`src/core/vtl_pkg.sv`:
```
// Purpose: constants, offsets and carriers for transport-layer control
// Assumes: one 25 MHz clock, register port with read data one cycle later
// Notes:   all offsets are byte addresses on the local register port
// What this block does
// - heartbeat timeout in ms, writable, default 3000, full 32-bit range.
// - latch command copies running timestamp into readable value register.
// - reset command clears running timestamp to zero; counting continues.
// - timestamp value reads latched 64-bit contents, not the live count.
// - tick frequency in hertz is readable.
// - discovery ack delayed randomly up to max, default 50 ms, range 0..1000.
// - heartbeat disable flag true stops supervision; false keeps it active.
// - open access lets hosts read and watch but refuses their writes.
// - exclusive access, the default, gives primary control and rejects others.
// - control access gives primary control; others only read and watch.
// - primary application port and IP address are readable.
// - messages go to programmable port and IP; own source port readable.
// - message ack timeout programmable, default 300 ms.
// - unacknowledged message resent up to retry count, default 2.
// - test-packet flag active emits one test packet on the stream.
// - do-not-fragment option sets the stream packets' IP header bit.
// - pixel data big-endian when flag true, little-endian when false.
// - packet size 72..16364 bytes, default 1500.
// - inter-packet gap in 8 ns units, 0 default, up to 0xFFFFFFF.
// - gap before each frame in 8 ns units, 0 default, up to 0xFFFFE795.
// - channel counts readable; stream goes to programmable IP and port.
// - each IP configuration method has its own active flag.
package vtl_pkg;
    // ------------------------------------------------------------
    // timing
    // ------------------------------------------------------------
    localparam int CLK_NS      = 40;
    localparam int TS_FREQ_HZ  = 1_000_000_000 / CLK_NS;
    localparam int MS_NS       = 1_000_000;
    localparam int CYC_PER_MS  = MS_NS / CLK_NS;
    localparam int GAP_UNIT_NS = 8;
    localparam logic [31:0] GAP_STEP = 32'(CLK_NS / GAP_UNIT_NS);
    // ------------------------------------------------------------
    // reset values and limits
    // ------------------------------------------------------------
    localparam logic [31:0] HB_DEF   = 32'h0000_0bb8;
    localparam logic [9:0]  DISC_DEF = 10'h032;
    localparam logic [9:0]  DISC_MAX = 10'h3e8;
    localparam logic [31:0] MCTT_DEF = 32'h0000_012c;
    localparam logic [31:0] MCRC_DEF = 32'h0000_0002;
    localparam logic [15:0] PKT_DEF  = 16'h05dc;
    localparam logic [15:0] PKT_MIN  = 16'h0048;
    localparam logic [15:0] PKT_MAX  = 16'h3fec;
    localparam logic [31:0] SCPD_MAX = 32'h0fff_ffff;
    localparam logic [31:0] FGAP_MAX = 32'hffff_e795;
    // ------------------------------------------------------------
    // register offsets
    // ------------------------------------------------------------
    localparam logic [7:0] A_HB     = 8'h00;
    localparam logic [7:0] A_DISC   = 8'h04;
    localparam logic [7:0] A_HBDIS  = 8'h08;
    localparam logic [7:0] A_CCP    = 8'h0c;
    localparam logic [7:0] A_PAPORT = 8'h10;
    localparam logic [7:0] A_PAIP   = 8'h14;
    localparam logic [7:0] A_MCPORT = 8'h18;
    localparam logic [7:0] A_MCDA   = 8'h1c;
    localparam logic [7:0] A_MCTT   = 8'h20;
    localparam logic [7:0] A_MCRC   = 8'h24;
    localparam logic [7:0] A_MCSP   = 8'h28;
    localparam logic [7:0] A_TSFREQ = 8'h2c;
    localparam logic [7:0] A_TSCTL  = 8'h30;
    localparam logic [7:0] A_TSLO   = 8'h34;
    localparam logic [7:0] A_TSHI   = 8'h38;
    localparam logic [7:0] A_SCPORT = 8'h3c;
    localparam logic [7:0] A_SCFLAG = 8'h40;
    localparam logic [7:0] A_PKTSZ  = 8'h44;
    localparam logic [7:0] A_SCPD   = 8'h48;
    localparam logic [7:0] A_FGAP   = 8'h4c;
    localparam logic [7:0] A_SCDA   = 8'h50;
    localparam logic [7:0] A_SCSP   = 8'h54;
    localparam logic [7:0] A_CHCNT  = 8'h58;
    localparam logic [7:0] A_IPCFG  = 8'h5c;
    // ------------------------------------------------------------
    // field positions
    // ------------------------------------------------------------
    localparam int TS_LATCH_BIT = 0;
    localparam int TS_CLEAR_BIT = 1;
    localparam int F_TEST       = 0;
    localparam int F_DNF        = 1;
    localparam int F_BIG        = 2;
    localparam int CH_SC_LSB    = 16;
    localparam logic [2:0] IPCFG_DEF = 3'h7;
    // ------------------------------------------------------------
    // types
    // ------------------------------------------------------------
    typedef enum logic [1:0] {
        VTL_OPEN = 2'h0,
        VTL_EXCL = 2'h1,
        VTL_CTRL = 2'h2
    } vtl_ccp_t;
    typedef struct packed {
        logic [7:0]  addr;
        logic [31:0] wdata;
        logic        wr;
        logic        rd;
    } vtl_reg_req_t;
    typedef struct packed {
        logic        valid;
        logic [31:0] ip;
        logic [15:0] port;
    } vtl_host_req_t;
    typedef struct packed {
        logic [31:0] ip;
        logic [15:0] port;
    } vtl_dest_t;
    typedef struct packed {
        logic        dnf;
        logic        big_endian;
        logic [15:0] pkt_size;
        vtl_dest_t   dest;
    } vtl_stream_cfg_t;
endpackage

```
`src/core/vtl_ctrl.sv`:
```
// Purpose: transport-layer control: access, heartbeat, discovery, messages, stream pacing
// Assumes: host and stream inputs come from logic on the same clock
// Notes:   gaps counted in 8 ns units, five units per clock
`timescale 1ns/10ps
module vtl_ctrl
    import vtl_pkg::*;
#(
    parameter int          CYC_MS   = CYC_PER_MS,
    parameter logic [15:0] MC_COUNT = 16'h0001,
    parameter logic [15:0] SC_COUNT = 16'h0001,
    parameter logic [15:0] MCSP     = 16'h1000, // arbitrary
    parameter logic [15:0] SCSP     = 16'h1001  // arbitrary
)
(
    // clock and reset
    input  wire logic            clock,
    input  wire logic            rst,
    // register port
    input  wire vtl_reg_req_t    reg_req,
    output logic [31:0]          reg_rdata,
    // host control commands
    input  wire vtl_host_req_t   host_req,
    output logic                 host_accept,
    output logic                 host_write_ok,
    output logic                 host_primary,
    // discovery
    input  wire logic            disc_req,
    output logic                 disc_ack,
    // message channel
    input  wire logic            msg_req,
    input  wire logic            msg_ack,
    output logic                 msg_send,
    output logic                 msg_fail,
    output vtl_dest_t            msg_dest,
    // stream channel
    input  wire logic            frame_req,
    input  wire logic            pkt_done,
    input  wire logic            frame_end,
    output logic                 pkt_ok,
    output logic                 test_pkt,
    input  wire logic [15:0]     pix_in,
    output logic [15:0]          pix_out,
    output vtl_stream_cfg_t      stream_cfg,
    // ip configuration
    output logic [2:0]           ip_cfg
);
    // ------------------------------------------------------------
    // state
    // ------------------------------------------------------------
    typedef enum logic [1:0] {M_IDLE, M_WAIT} vtl_msg_st_t;
    typedef enum logic [1:0] {G_IDLE, G_FGAP, G_RUN, G_PGAP} vtl_gap_st_t;
    typedef struct packed {
        logic [31:0] hb_to;
        logic        hb_dis;
        logic [31:0] hb_cnt;
        vtl_ccp_t    mode;
        logic        prim_v;
        vtl_dest_t   prim;
        logic [31:0] ms_cnt;
        logic [9:0]  disc_max;
        logic [9:0]  lfsr;
        logic        disc_busy;
        logic [9:0]  disc_tgt;
        logic [9:0]  disc_cnt;
        logic        disc_ack;
        vtl_dest_t   mc;
        logic [31:0] mctt;
        logic [31:0] mcrc;
        vtl_msg_st_t mst;
        logic [31:0] tmo;
        logic [31:0] tries;
        logic        send;
        logic        fail;
        vtl_dest_t   sc;
        logic [2:0]  flags;
        logic        test;
        logic [15:0] pkt_sz;
        logic [31:0] scpd;
        logic [31:0] fgap;
        vtl_gap_st_t gst;
        logic [31:0] rem;
        logic [15:0] pix;
        logic [2:0]  ipcfg;
        logic [31:0] rdata;
    } vtl_state_t;
    vtl_state_t s_q;
    vtl_state_t s_d;

    logic [63:0] ts_val;
    logic        ts_latch;
    logic        ts_clear;
    logic        ms_tick;
    logic        match;
    logic [20:0] prod;

    assign ts_latch = reg_req.wr && reg_req.addr == A_TSCTL && reg_req.wdata[TS_LATCH_BIT];
    assign ts_clear = reg_req.wr && reg_req.addr == A_TSCTL && reg_req.wdata[TS_CLEAR_BIT];
    assign ms_tick  = s_q.ms_cnt == 32'(CYC_MS - 1);
    assign match    = s_q.prim_v && host_req.ip == s_q.prim.ip && host_req.port == s_q.prim.port;
    assign prod     = 21'(s_q.lfsr) * (21'(s_q.disc_max) + 21'h1);

    vtl_timestamp u_ts (
        .clock (clock),
        .rst   (rst),
        .latch (ts_latch),
        .clear (ts_clear),
        .value (ts_val)
    );

    // ------------------------------------------------------------
    // access privilege
    // ------------------------------------------------------------
    always_comb begin
        case (s_q.mode)
            VTL_OPEN: begin
                host_accept   = 1'b1;
                host_write_ok = 1'b0;
            end
            VTL_EXCL: begin
                host_accept   = match || !s_q.prim_v;
                host_write_ok = match || !s_q.prim_v;
            end
            VTL_CTRL: begin
                host_accept   = 1'b1;
                host_write_ok = match || !s_q.prim_v;
            end
            default: begin
                host_accept   = 1'b0;
                host_write_ok = 1'b0;
            end
        endcase
    end

    // ------------------------------------------------------------
    // next state
    // ------------------------------------------------------------
    always_comb begin
        s_d = s_q;
        s_d.disc_ack = 1'b0;
        s_d.send = 1'b0;
        s_d.fail = 1'b0;
        s_d.test = 1'b0;
        s_d.ms_cnt = ms_tick ? 32'h0 : s_q.ms_cnt + 32'h1;
        s_d.lfsr = {s_q.lfsr[8:0], s_q.lfsr[9] ^ s_q.lfsr[6]};
        // primary claim and heartbeat
        if (s_q.mode == VTL_OPEN) begin
            s_d.prim_v = 1'b0;
        end else if (host_req.valid && !s_q.prim_v) begin
            s_d.prim_v = 1'b1;
            s_d.prim = {host_req.ip, host_req.port};
            s_d.hb_cnt = 32'h0;
        end else if (host_req.valid && match) begin
            s_d.hb_cnt = 32'h0;
        end else if (s_q.prim_v && !s_q.hb_dis && ms_tick) begin
            s_d.hb_cnt = s_q.hb_cnt + 32'h1;
            if (s_q.hb_cnt + 32'h1 >= s_q.hb_to) begin
                s_d.prim_v = 1'b0;
            end
        end
        // discovery acknowledge delay
        if (!s_q.disc_busy && disc_req) begin
            s_d.disc_busy = 1'b1;
            s_d.disc_tgt = prod[19:10];
            s_d.disc_cnt = 10'h0;
        end else if (s_q.disc_busy) begin
            if (s_q.disc_cnt >= s_q.disc_tgt) begin
                s_d.disc_busy = 1'b0;
                s_d.disc_ack = 1'b1;
            end else if (ms_tick) begin
                s_d.disc_cnt = s_q.disc_cnt + 10'h1;
            end
        end
        // message channel
        case (s_q.mst)
            M_IDLE: begin
                if (msg_req) begin
                    s_d.mst = M_WAIT;
                    s_d.send = 1'b1;
                    s_d.tmo = 32'h0;
                    s_d.tries = 32'h0;
                end
            end
            M_WAIT: begin
                if (msg_ack) begin
                    s_d.mst = M_IDLE;
                end else if (ms_tick) begin
                    s_d.tmo = s_q.tmo + 32'h1;
                    if (s_q.tmo + 32'h1 >= s_q.mctt) begin
                        s_d.tmo = 32'h0;
                        if (s_q.tries < s_q.mcrc) begin
                            s_d.tries = s_q.tries + 32'h1;
                            s_d.send = 1'b1;
                        end else begin
                            s_d.fail = 1'b1;
                            s_d.mst = M_IDLE;
                        end
                    end
                end
            end
            default: s_d.mst = M_IDLE;
        endcase
        // stream pacing
        case (s_q.gst)
            G_IDLE: begin
                if (frame_req) begin
                    s_d.gst = G_FGAP;
                    s_d.rem = s_q.fgap;
                end
            end
            G_FGAP, G_PGAP: begin
                if (s_q.rem <= GAP_STEP) begin
                    s_d.gst = G_RUN;
                    s_d.rem = 32'h0;
                end else begin
                    s_d.rem = s_q.rem - GAP_STEP;
                end
            end
            G_RUN: begin
                if (frame_end) begin
                    s_d.gst = G_IDLE;
                end else if (pkt_done) begin
                    s_d.gst = G_PGAP;
                    s_d.rem = s_q.scpd;
                end
            end
            default: s_d.gst = G_IDLE;
        endcase
        s_d.pix = s_q.flags[F_BIG] ? {pix_in[7:0], pix_in[15:8]} : pix_in;
        // register writes
        if (reg_req.wr) begin
            case (reg_req.addr)
                A_HB:     s_d.hb_to = reg_req.wdata;
                A_DISC:   s_d.disc_max = reg_req.wdata > 32'(DISC_MAX) ? DISC_MAX : reg_req.wdata[9:0];
                A_HBDIS:  s_d.hb_dis = reg_req.wdata[0];
                A_CCP:    s_d.mode = reg_req.wdata[1:0] > 2'h2 ? VTL_EXCL : vtl_ccp_t'(reg_req.wdata[1:0]);
                A_MCPORT: s_d.mc.port = reg_req.wdata[15:0];
                A_MCDA:   s_d.mc.ip = reg_req.wdata;
                A_MCTT:   s_d.mctt = reg_req.wdata;
                A_MCRC:   s_d.mcrc = reg_req.wdata;
                A_SCPORT: s_d.sc.port = reg_req.wdata[15:0];
                A_SCDA:   s_d.sc.ip = reg_req.wdata;
                A_SCFLAG: begin
                    s_d.flags = reg_req.wdata[2:0];
                    s_d.test = reg_req.wdata[F_TEST] && !s_q.flags[F_TEST];
                end
                A_PKTSZ: begin
                    if (reg_req.wdata < 32'(PKT_MIN)) begin
                        s_d.pkt_sz = PKT_MIN;
                    end else if (reg_req.wdata > 32'(PKT_MAX)) begin
                        s_d.pkt_sz = PKT_MAX;
                    end else begin
                        s_d.pkt_sz = reg_req.wdata[15:0];
                    end
                end
                A_SCPD:   s_d.scpd = reg_req.wdata & SCPD_MAX;
                A_FGAP:   s_d.fgap = reg_req.wdata > FGAP_MAX ? FGAP_MAX : reg_req.wdata;
                A_IPCFG:  s_d.ipcfg = reg_req.wdata[2:0];
                default:  s_d.rdata = s_d.rdata;
            endcase
        end
        // register reads
        s_d.rdata = 32'h0;
        if (reg_req.rd) begin
            case (reg_req.addr)
                A_HB:     s_d.rdata = s_q.hb_to;
                A_DISC:   s_d.rdata = 32'(s_q.disc_max);
                A_HBDIS:  s_d.rdata = 32'(s_q.hb_dis);
                A_CCP:    s_d.rdata = 32'(s_q.mode);
                A_PAPORT: s_d.rdata = s_q.prim_v ? 32'(s_q.prim.port) : 32'h0;
                A_PAIP:   s_d.rdata = s_q.prim_v ? s_q.prim.ip : 32'h0;
                A_MCPORT: s_d.rdata = 32'(s_q.mc.port);
                A_MCDA:   s_d.rdata = s_q.mc.ip;
                A_MCTT:   s_d.rdata = s_q.mctt;
                A_MCRC:   s_d.rdata = s_q.mcrc;
                A_MCSP:   s_d.rdata = 32'(MCSP);
                A_TSFREQ: s_d.rdata = 32'(TS_FREQ_HZ);
                A_TSLO:   s_d.rdata = ts_val[31:0];
                A_TSHI:   s_d.rdata = ts_val[63:32];
                A_SCPORT: s_d.rdata = 32'(s_q.sc.port);
                A_SCFLAG: s_d.rdata = 32'(s_q.flags);
                A_PKTSZ:  s_d.rdata = 32'(s_q.pkt_sz);
                A_SCPD:   s_d.rdata = s_q.scpd;
                A_FGAP:   s_d.rdata = s_q.fgap;
                A_SCDA:   s_d.rdata = s_q.sc.ip;
                A_SCSP:   s_d.rdata = 32'(SCSP);
                A_CHCNT:  s_d.rdata = {SC_COUNT, MC_COUNT};
                A_IPCFG:  s_d.rdata = 32'(s_q.ipcfg);
                default:  s_d.rdata = 32'h0;
            endcase
        end
    end

    // ------------------------------------------------------------
    // registers
    // ------------------------------------------------------------
    always_ff @(posedge clock or posedge rst) begin
        if (rst) begin
            s_q <= '0;
            s_q.hb_to <= HB_DEF;
            s_q.mode <= VTL_EXCL;
            s_q.disc_max <= DISC_DEF;
            s_q.lfsr <= 10'h001;
            s_q.mctt <= MCTT_DEF;
            s_q.mcrc <= MCRC_DEF;
            s_q.pkt_sz <= PKT_DEF;
            s_q.ipcfg <= IPCFG_DEF;
        end else begin
            s_q <= s_d;
        end
    end

    // ------------------------------------------------------------
    // outputs
    // ------------------------------------------------------------
    assign reg_rdata = s_q.rdata;
    assign host_primary = s_q.prim_v;
    assign disc_ack = s_q.disc_ack;
    assign msg_send = s_q.send;
    assign msg_fail = s_q.fail;
    assign msg_dest = s_q.mc;
    assign pkt_ok = s_q.gst == G_RUN;
    assign test_pkt = s_q.test;
    assign pix_out = s_q.pix;
    assign stream_cfg = {s_q.flags[F_DNF], s_q.flags[F_BIG], s_q.pkt_sz, s_q.sc};
    assign ip_cfg = s_q.ipcfg;
endmodule

```
`src/core/vtl_timestamp.sv`:
```
// Purpose: free-running 64-bit timestamp with latch and clear
// Assumes: one tick per clock
// Notes:   latch and clear in one cycle latch the old count
`timescale 1ns/10ps
module vtl_timestamp
    import vtl_pkg::*;
(
    // clock and reset
    input  wire logic        clock,
    input  wire logic        rst,
    // commands
    input  wire logic        latch,
    input  wire logic        clear,
    // latched value
    output logic [63:0]      value
);
    typedef struct packed {
        logic [63:0] cnt;
        logic [63:0] val;
    } vtl_ts_state_t;
    vtl_ts_state_t s_q;
    vtl_ts_state_t s_d;

    always_comb begin
        s_d = s_q;
        s_d.cnt = s_q.cnt + 64'h1;
        if (clear) begin
            s_d.cnt = 64'h0;
        end
        if (latch) begin
            s_d.val = s_q.cnt;
        end
    end

    always_ff @(posedge clock or posedge rst) begin
        if (rst) begin
            s_q <= '0;
        end else begin
            s_q <= s_d;
        end
    end

    assign value = s_q.val;
endmodule

```
`config.mk`:
```
export PLATFORM = sky130hd
export DESIGN_NAME = vtl_ctrl
export DESIGN_NICKNAME = d
export VERILOG_FILES = /design/src/core/vtl_pkg.sv /design/src/core/vtl_ctrl.sv /design/src/core/vtl_timestamp.sv
export SDC_FILE = /design/constraint.sdc
export NUM_CORES = 2
export LEC_CHECK = 0
export ABC_CLOCK_PERIOD_IN_PS = 53400
export BUFFER_PORTS_ARGS = -buffer_cell sky130_fd_sc_hd__buf_2
export CORE_ASPECT_RATIO = 0.8
export CORE_UTILIZATION = 55
export DETAILED_ROUTE_END_ITERATION = 10
export PLACE_DENSITY = 0.8
export SYNTH_ARGS = -nofsm -noshare
export SYNTH_HDL_FRONTEND = slang
export SYNTH_SLANG_ARGS = --single-unit
```
`constraint.sdc`:
```
create_clock -name clock -period 53.4 [get_ports clock]
set_input_delay 8.01 -clock clock [delete_from_list [all_inputs] [get_ports clock]]
set_output_delay 8.01 -clock clock [all_outputs]
set_load 0.03 [all_outputs]
```
## Word level (Yosys, flattened, before mapping)

Index checks and enable logic that the tools add are counted.
Widths: inputs -> output; s select.

- Add/sub/neg operators: 8
- Multipliers: 1
- $lt $le $gt $ge: 10
- Equality and inequality tests: 47
- Multiplexer cells: 54
- Bitwise operators: 2
- Reductions and logical operators: 53

Operators by type and width:

| operator | number |
|---|---|
| $pmux 32 s23 | 1 |
| $mux 32 | 10 |
| $mux 68 | 2 |
| $pmux 65 s2 | 1 |
| $add 32x1->32 const B | 4 |
| $pmux 34 s3 | 1 |
| $mux 81 | 1 |
| $mux 16 | 5 |
| $mux 34 | 2 |
| $mux 67 | 1 |
| $mux 66 | 1 |
| $add 64x1->64 const B | 1 |
| $eq 8x6->1 const B | 8 |
| $eq 8x7->1 const B | 8 |
| $ge 32x32->1 | 2 |
| $mux 64 | 1 |
| $mux 10 | 4 |
| $reduce_and 2->1 | 17 |
| $mux 33 | 1 |
| $eq 32x15->1 const B | 1 |
| $eq 32x32->1 | 1 |
| $eq 8x5->1 const B | 4 |
| $gt 32x10->1 const B | 1 |
| $gt 32x14->1 const B | 1 |
| 36 further kinds | 96 |

- Register bits after elaboration: 711
- Bits of input ports: 115

## Logic depth before layout (Yosys ltp)

- Depth in word-level cells: 7
- Mapped depth: 24
- Gate-level depth less buffers: 24

## Cells and area by module

A second synthesis with hierarchy kept.

- Cell total of the unflattened synthesis: 3998
- Area, all modules: 41258.3 um^2

By module, submodules not included:

| module | times used | cells each | area an instance (um^2) | sequential area each (um^2) |
|---|---|---|---|---|
| vtl_ctrl | 1 | 3449 | 35129.9 | 14597.8 |
| vtl_timestamp | 1 | 549 | 6128.4 | 3203.1 |

## Least setup slack after synthesis

OpenSTA, ideal clock, no wires.

- Kind: input -> output
- From: in host_req[4] in the netlist's numbering
- To: out host_accept
- Data arrival time: 9.636 ns
- Required time: 45.390 ns
- Setup slack: 35.754 ns
- Stages on the path: 7
- Path through: xor2_1 > nor4_1 > nand4_1 > or4_1 > nand2_1 > a211oi_1 > nor2_1

- Cells in the longest elaborated chain, start to end: 4

RTL lines:

| element | RTL line | RTL |
|---|---|---|
| from (decl) | vtl_ctrl.sv:22 | `input wire vtl_host_req_t host_req,` |
| $eq 16x16->1 | vtl_ctrl.sv:99 | `assign match = s_q.prim_v && host_req.ip == s_q.prim.ip && host_req.port == s_q.prim.port;` |
| $logic_and 1x1->1 | vtl_ctrl.sv:99 |  |
| $logic_or 1x1->1 | vtl_ctrl.sv:120 | `host_accept = match \|\| !s_q.prim_v;` |
| $pmux 1 s2 | vtl_ctrl.sv:114 | `case (s_q.mode)` |
| to (decl) | vtl_ctrl.sv:23 | `output logic host_accept,` |

Every way passes these cells.

## Worst setup path in the final report

- From: in host_req[34] in the netlist's numbering
- To: out host_accept

- Cells in the longest elaborated chain, start to end: 5

RTL lines:

| element | RTL line |
|---|---|
| $eq 32x32->1 | vtl_ctrl.sv:99 |
| $logic_and 1x1->1 (2 in series) | vtl_ctrl.sv:99 |
| $logic_or 1x1->1 | vtl_ctrl.sv:120 |
| $pmux 1 s2 | vtl_ctrl.sv:114 |

Every way passes these cells.

==> run_results.csv <==
group,metric,value,unit
finish,syn_to_final_growth,8.582,%
cts,clockBufferDepth,3,
finish,finish.utilization,60.74,%
floorplanning,dieArea,74790,um^2
finish,layout_common_cells,"dfrtp_1 (682), nand2_1 (388), mux2_2 (339)",
global_routing,grt_max_degree,166,
cts,root_buffer,"clkbuf_16",
synth,synth_seq_area_share,43.92,%
timing,drv_slew,0,
critical_path,critPathRequiredTime,45.39,ns
pwr,p_leak,0.02138,uW
timing,rsz0062_at_grt,"no",
timing,finalClockSkew,0.04210,ns
synth,synth-edff-count,0,
placed_design,detailed_place_hpwl,93380,um
pwr,ir_worst_vdd,26.43,uV
placed_design,io_buffers,287,
synth,muxShareOfSynthArea,10.14,%
synth,synth_area,40530,um^2
timing,fin_setup_tns,0,ns
cts,clkSlewWorstSetupHoldPaths,0.06,ns
flow_run,drv_cap,0,
synth,synth_simple_gate_area_share,14.52,%
run_status,outcome,"complete, no violations",
critical_path,path_max_fanout,3,
synth,synth-adder-area-share,8.576,%
finish,nNetsFinal,4344,
floorplanning,initial_core_util,55.94,%
cts,cts-htree-levels,3,
timing,min_period,18.49,ns
route,viasPerCell,6.461,
critical_path,critical-path-max-stage-delay,0.64,ns
pwr,power-per-cell-area,31.89,nW/um^2
global_routing,antenna_found_initial,10,
finish,register_area,17800,um^2
critical_path,crit_chain,"buf_2 -> xor2_1 -> nor4_1 -> nand4_1 -> or4_1 -> nand2_1 -> a211oi_1 -> nor2_1 -> buf_2",
synth,yosys_warnings,0,
cts,postCtsSetupRepairBufs,0,
floorplanning,rows,88,
placed_design,dp_cells,4862,
floorplanning,core,72450,um^2
synth,synth_compound_area_share,11.04,%
route,drcViolationCount,0,
cts,cts_tree,"done",
finish,final_common_cell,"dfrtp_1",
synth,async_flop_share,100.0,%
synth,synth.area.top_cells,"dfrtp_1 (42%), mux2_2 (9.4%), ha_1 (5.2%)",
synth,synth_area_per_cell,10.28,um^2
critical_path,timing.critical_path.from_type,"input port",
route,first_iter_violations,4368,
route,finalWirelength,130500,um
cts,cts_sinks,710,
timing,finalHoldViolations,0,
route,vias,32280,
synth,syn_inst,3943,
timing,slew_headroom,14.88,%
cts,cts_made_buffers,73,
route,postRouteAntennaNets,0,
timing,finalCritPeriodShare,34.63,%
synth,yosysTopAreaCellShare,42.17,%
finish,fin_cells,4996,
synth,ys.flop_type,"dfrtp_1",
critical_path,arrival,10.48,ns
timing,worst_pin_slew,1.274,ns
critical_path,slowest_stage,"or4_1",
worst_hold_path,hp-class,"register to register",
critical_path,worstSetupEndpointType,"output port",
cts,hold_buffers,0,
route,dr.pass1.iters,9,
global_routing,grt_first_pass_wirelength,196000,um
finish,fill_cells,5794,
global_routing,track_usage,34.75,%
synth,synth_area_leader_cell,"dfrtp_1",
synth,synth_top_family_by_area,"simple AND/OR/NAND/NOR gates",
timing,fmax,54.08,MHz
finish,layout-drive-gt1-share,21.43,%
global_routing,overflow,0,
route,wl_per_cell,26.11,um
finish,multiInputGateArea,20010,um^2
cts,cts_resized,0,
synth,synth.distinct_cells,84,
floorplanning,io_pins,288,
synth,synth-seq-cells,710,
synth,synth_fp_nets,4295,
global_routing,grt_pass1_vias,31260,
floorplanning,die_w,305.5,um
placed_design,gp_congestion,0.9694,
critical_path,path_class,"input port to output port",
floorplanning,die_y,244.8,um
cts,insertion_delay,0.64,ns
timing,setup_viol,0,
critical_path,crit_top_cell,"buf_2",
synth,synth_xor_area_share,4.862,%
==> cell type report <==
class / instances / share of cell area [%]
multi-input cells: 2660 / 45.47
flip-flops and latches: 710 / 40.45
clock buffers: 103 / 4.734
repair buffers: 336 / 4.128
well taps: 945 / 2.687
inverters: 211 / 1.817
clock inverters: 26 / 0.6795
diodes: 5 / 0.02843
==> registers in the layout, indices dropped and copies added (netlist names), 3 cells and up <==
register / count
stream_cfg: 66
pix_out: 16
u_ts.s_q: 64
msg_dest: 48
ip_cfg: 3
s_q: 403
reg_rdata: 32
s_d: 9
u_ts.value: 64
==> critical path: cells and delay by family <==
family                    cells  cell delay (ns)
AOI/OAI and AO/OA             1             0.10
xor gates and xnor gates      1             0.18
buffers and inverters         2             0.42
and+or+nand+nor               5             1.76
==> synthesized netlist by cell type (64+ instances only) <==
library cell  number
and2_1            65
nand2_1          391
inv_1            211
nor2_1           214
ha_1             169
mux2_2           339
dfrtp_1          683
nand3_1           97
o21ai_0          174
clkbuf_1         161
xnor2_1           86
xor2_1           139
nand4_1           69
buf_4            167
fa_1              68
a21oi_1           98
a22oi_1           64
a22o_1            74
==> where the power goes <==
group | internal (uW) | switching (uW) | leakage [uW]
sequential | 583 | 60.3 | 0.00956
clock | 294 | 229 | 0.00116
combinational | 85.3 | 151 | 0.0107
total | 962 | 441 | 0.0214
==> path summary, 6_finish.rpt <==
kind	startpoint	to	slack, ns	depth (start not counted)
max	host_req[34]	host_accept	34.91	9
max reg2reg	s_q[429]	s_q[417]	46.32	21
min in group asynchronous	rst	pix_out[15]	7.46	2
max in group asynchronous	rst	s_q[76]	42.03	6
min reg2reg	s_q[533]	s_q[533]	0.48	2
min	s_q[533]	s_q[533]	0.48	2
==> per-layer routing <==
metal	global-route usage [%]	wire length, um	vias up
met5	0	36	-
li1	-	-	13880
met4	20.51	8535	6
met2	49.65	54750	2011
met3	10.36	15670	438
met1	46.77	51460	15940
==> cell families after synthesis <==
group,after synthesis
xor+xnor,225
simple gates,1174
flops,710
buf+inv,573
compound gates,656
mux,368
fa+ha+maj,237
==> metrics by stage <==
step	setup WS [ns]	instance area, um^2	total power (uW)	hold WS, ns
global placement	35.07	41610	875.4	0.4504
CTS	35.01	43990	1398	0.4713
detailed placement	35.07	41610	880.1	0.4584
global route	34.84	44000	1446	0.4980
finish	34.91	44010	1403	0.4763
floorplan	25.52	40530	793.2	0.3519
No activity file was read; power rests on OpenSTA's default activity.
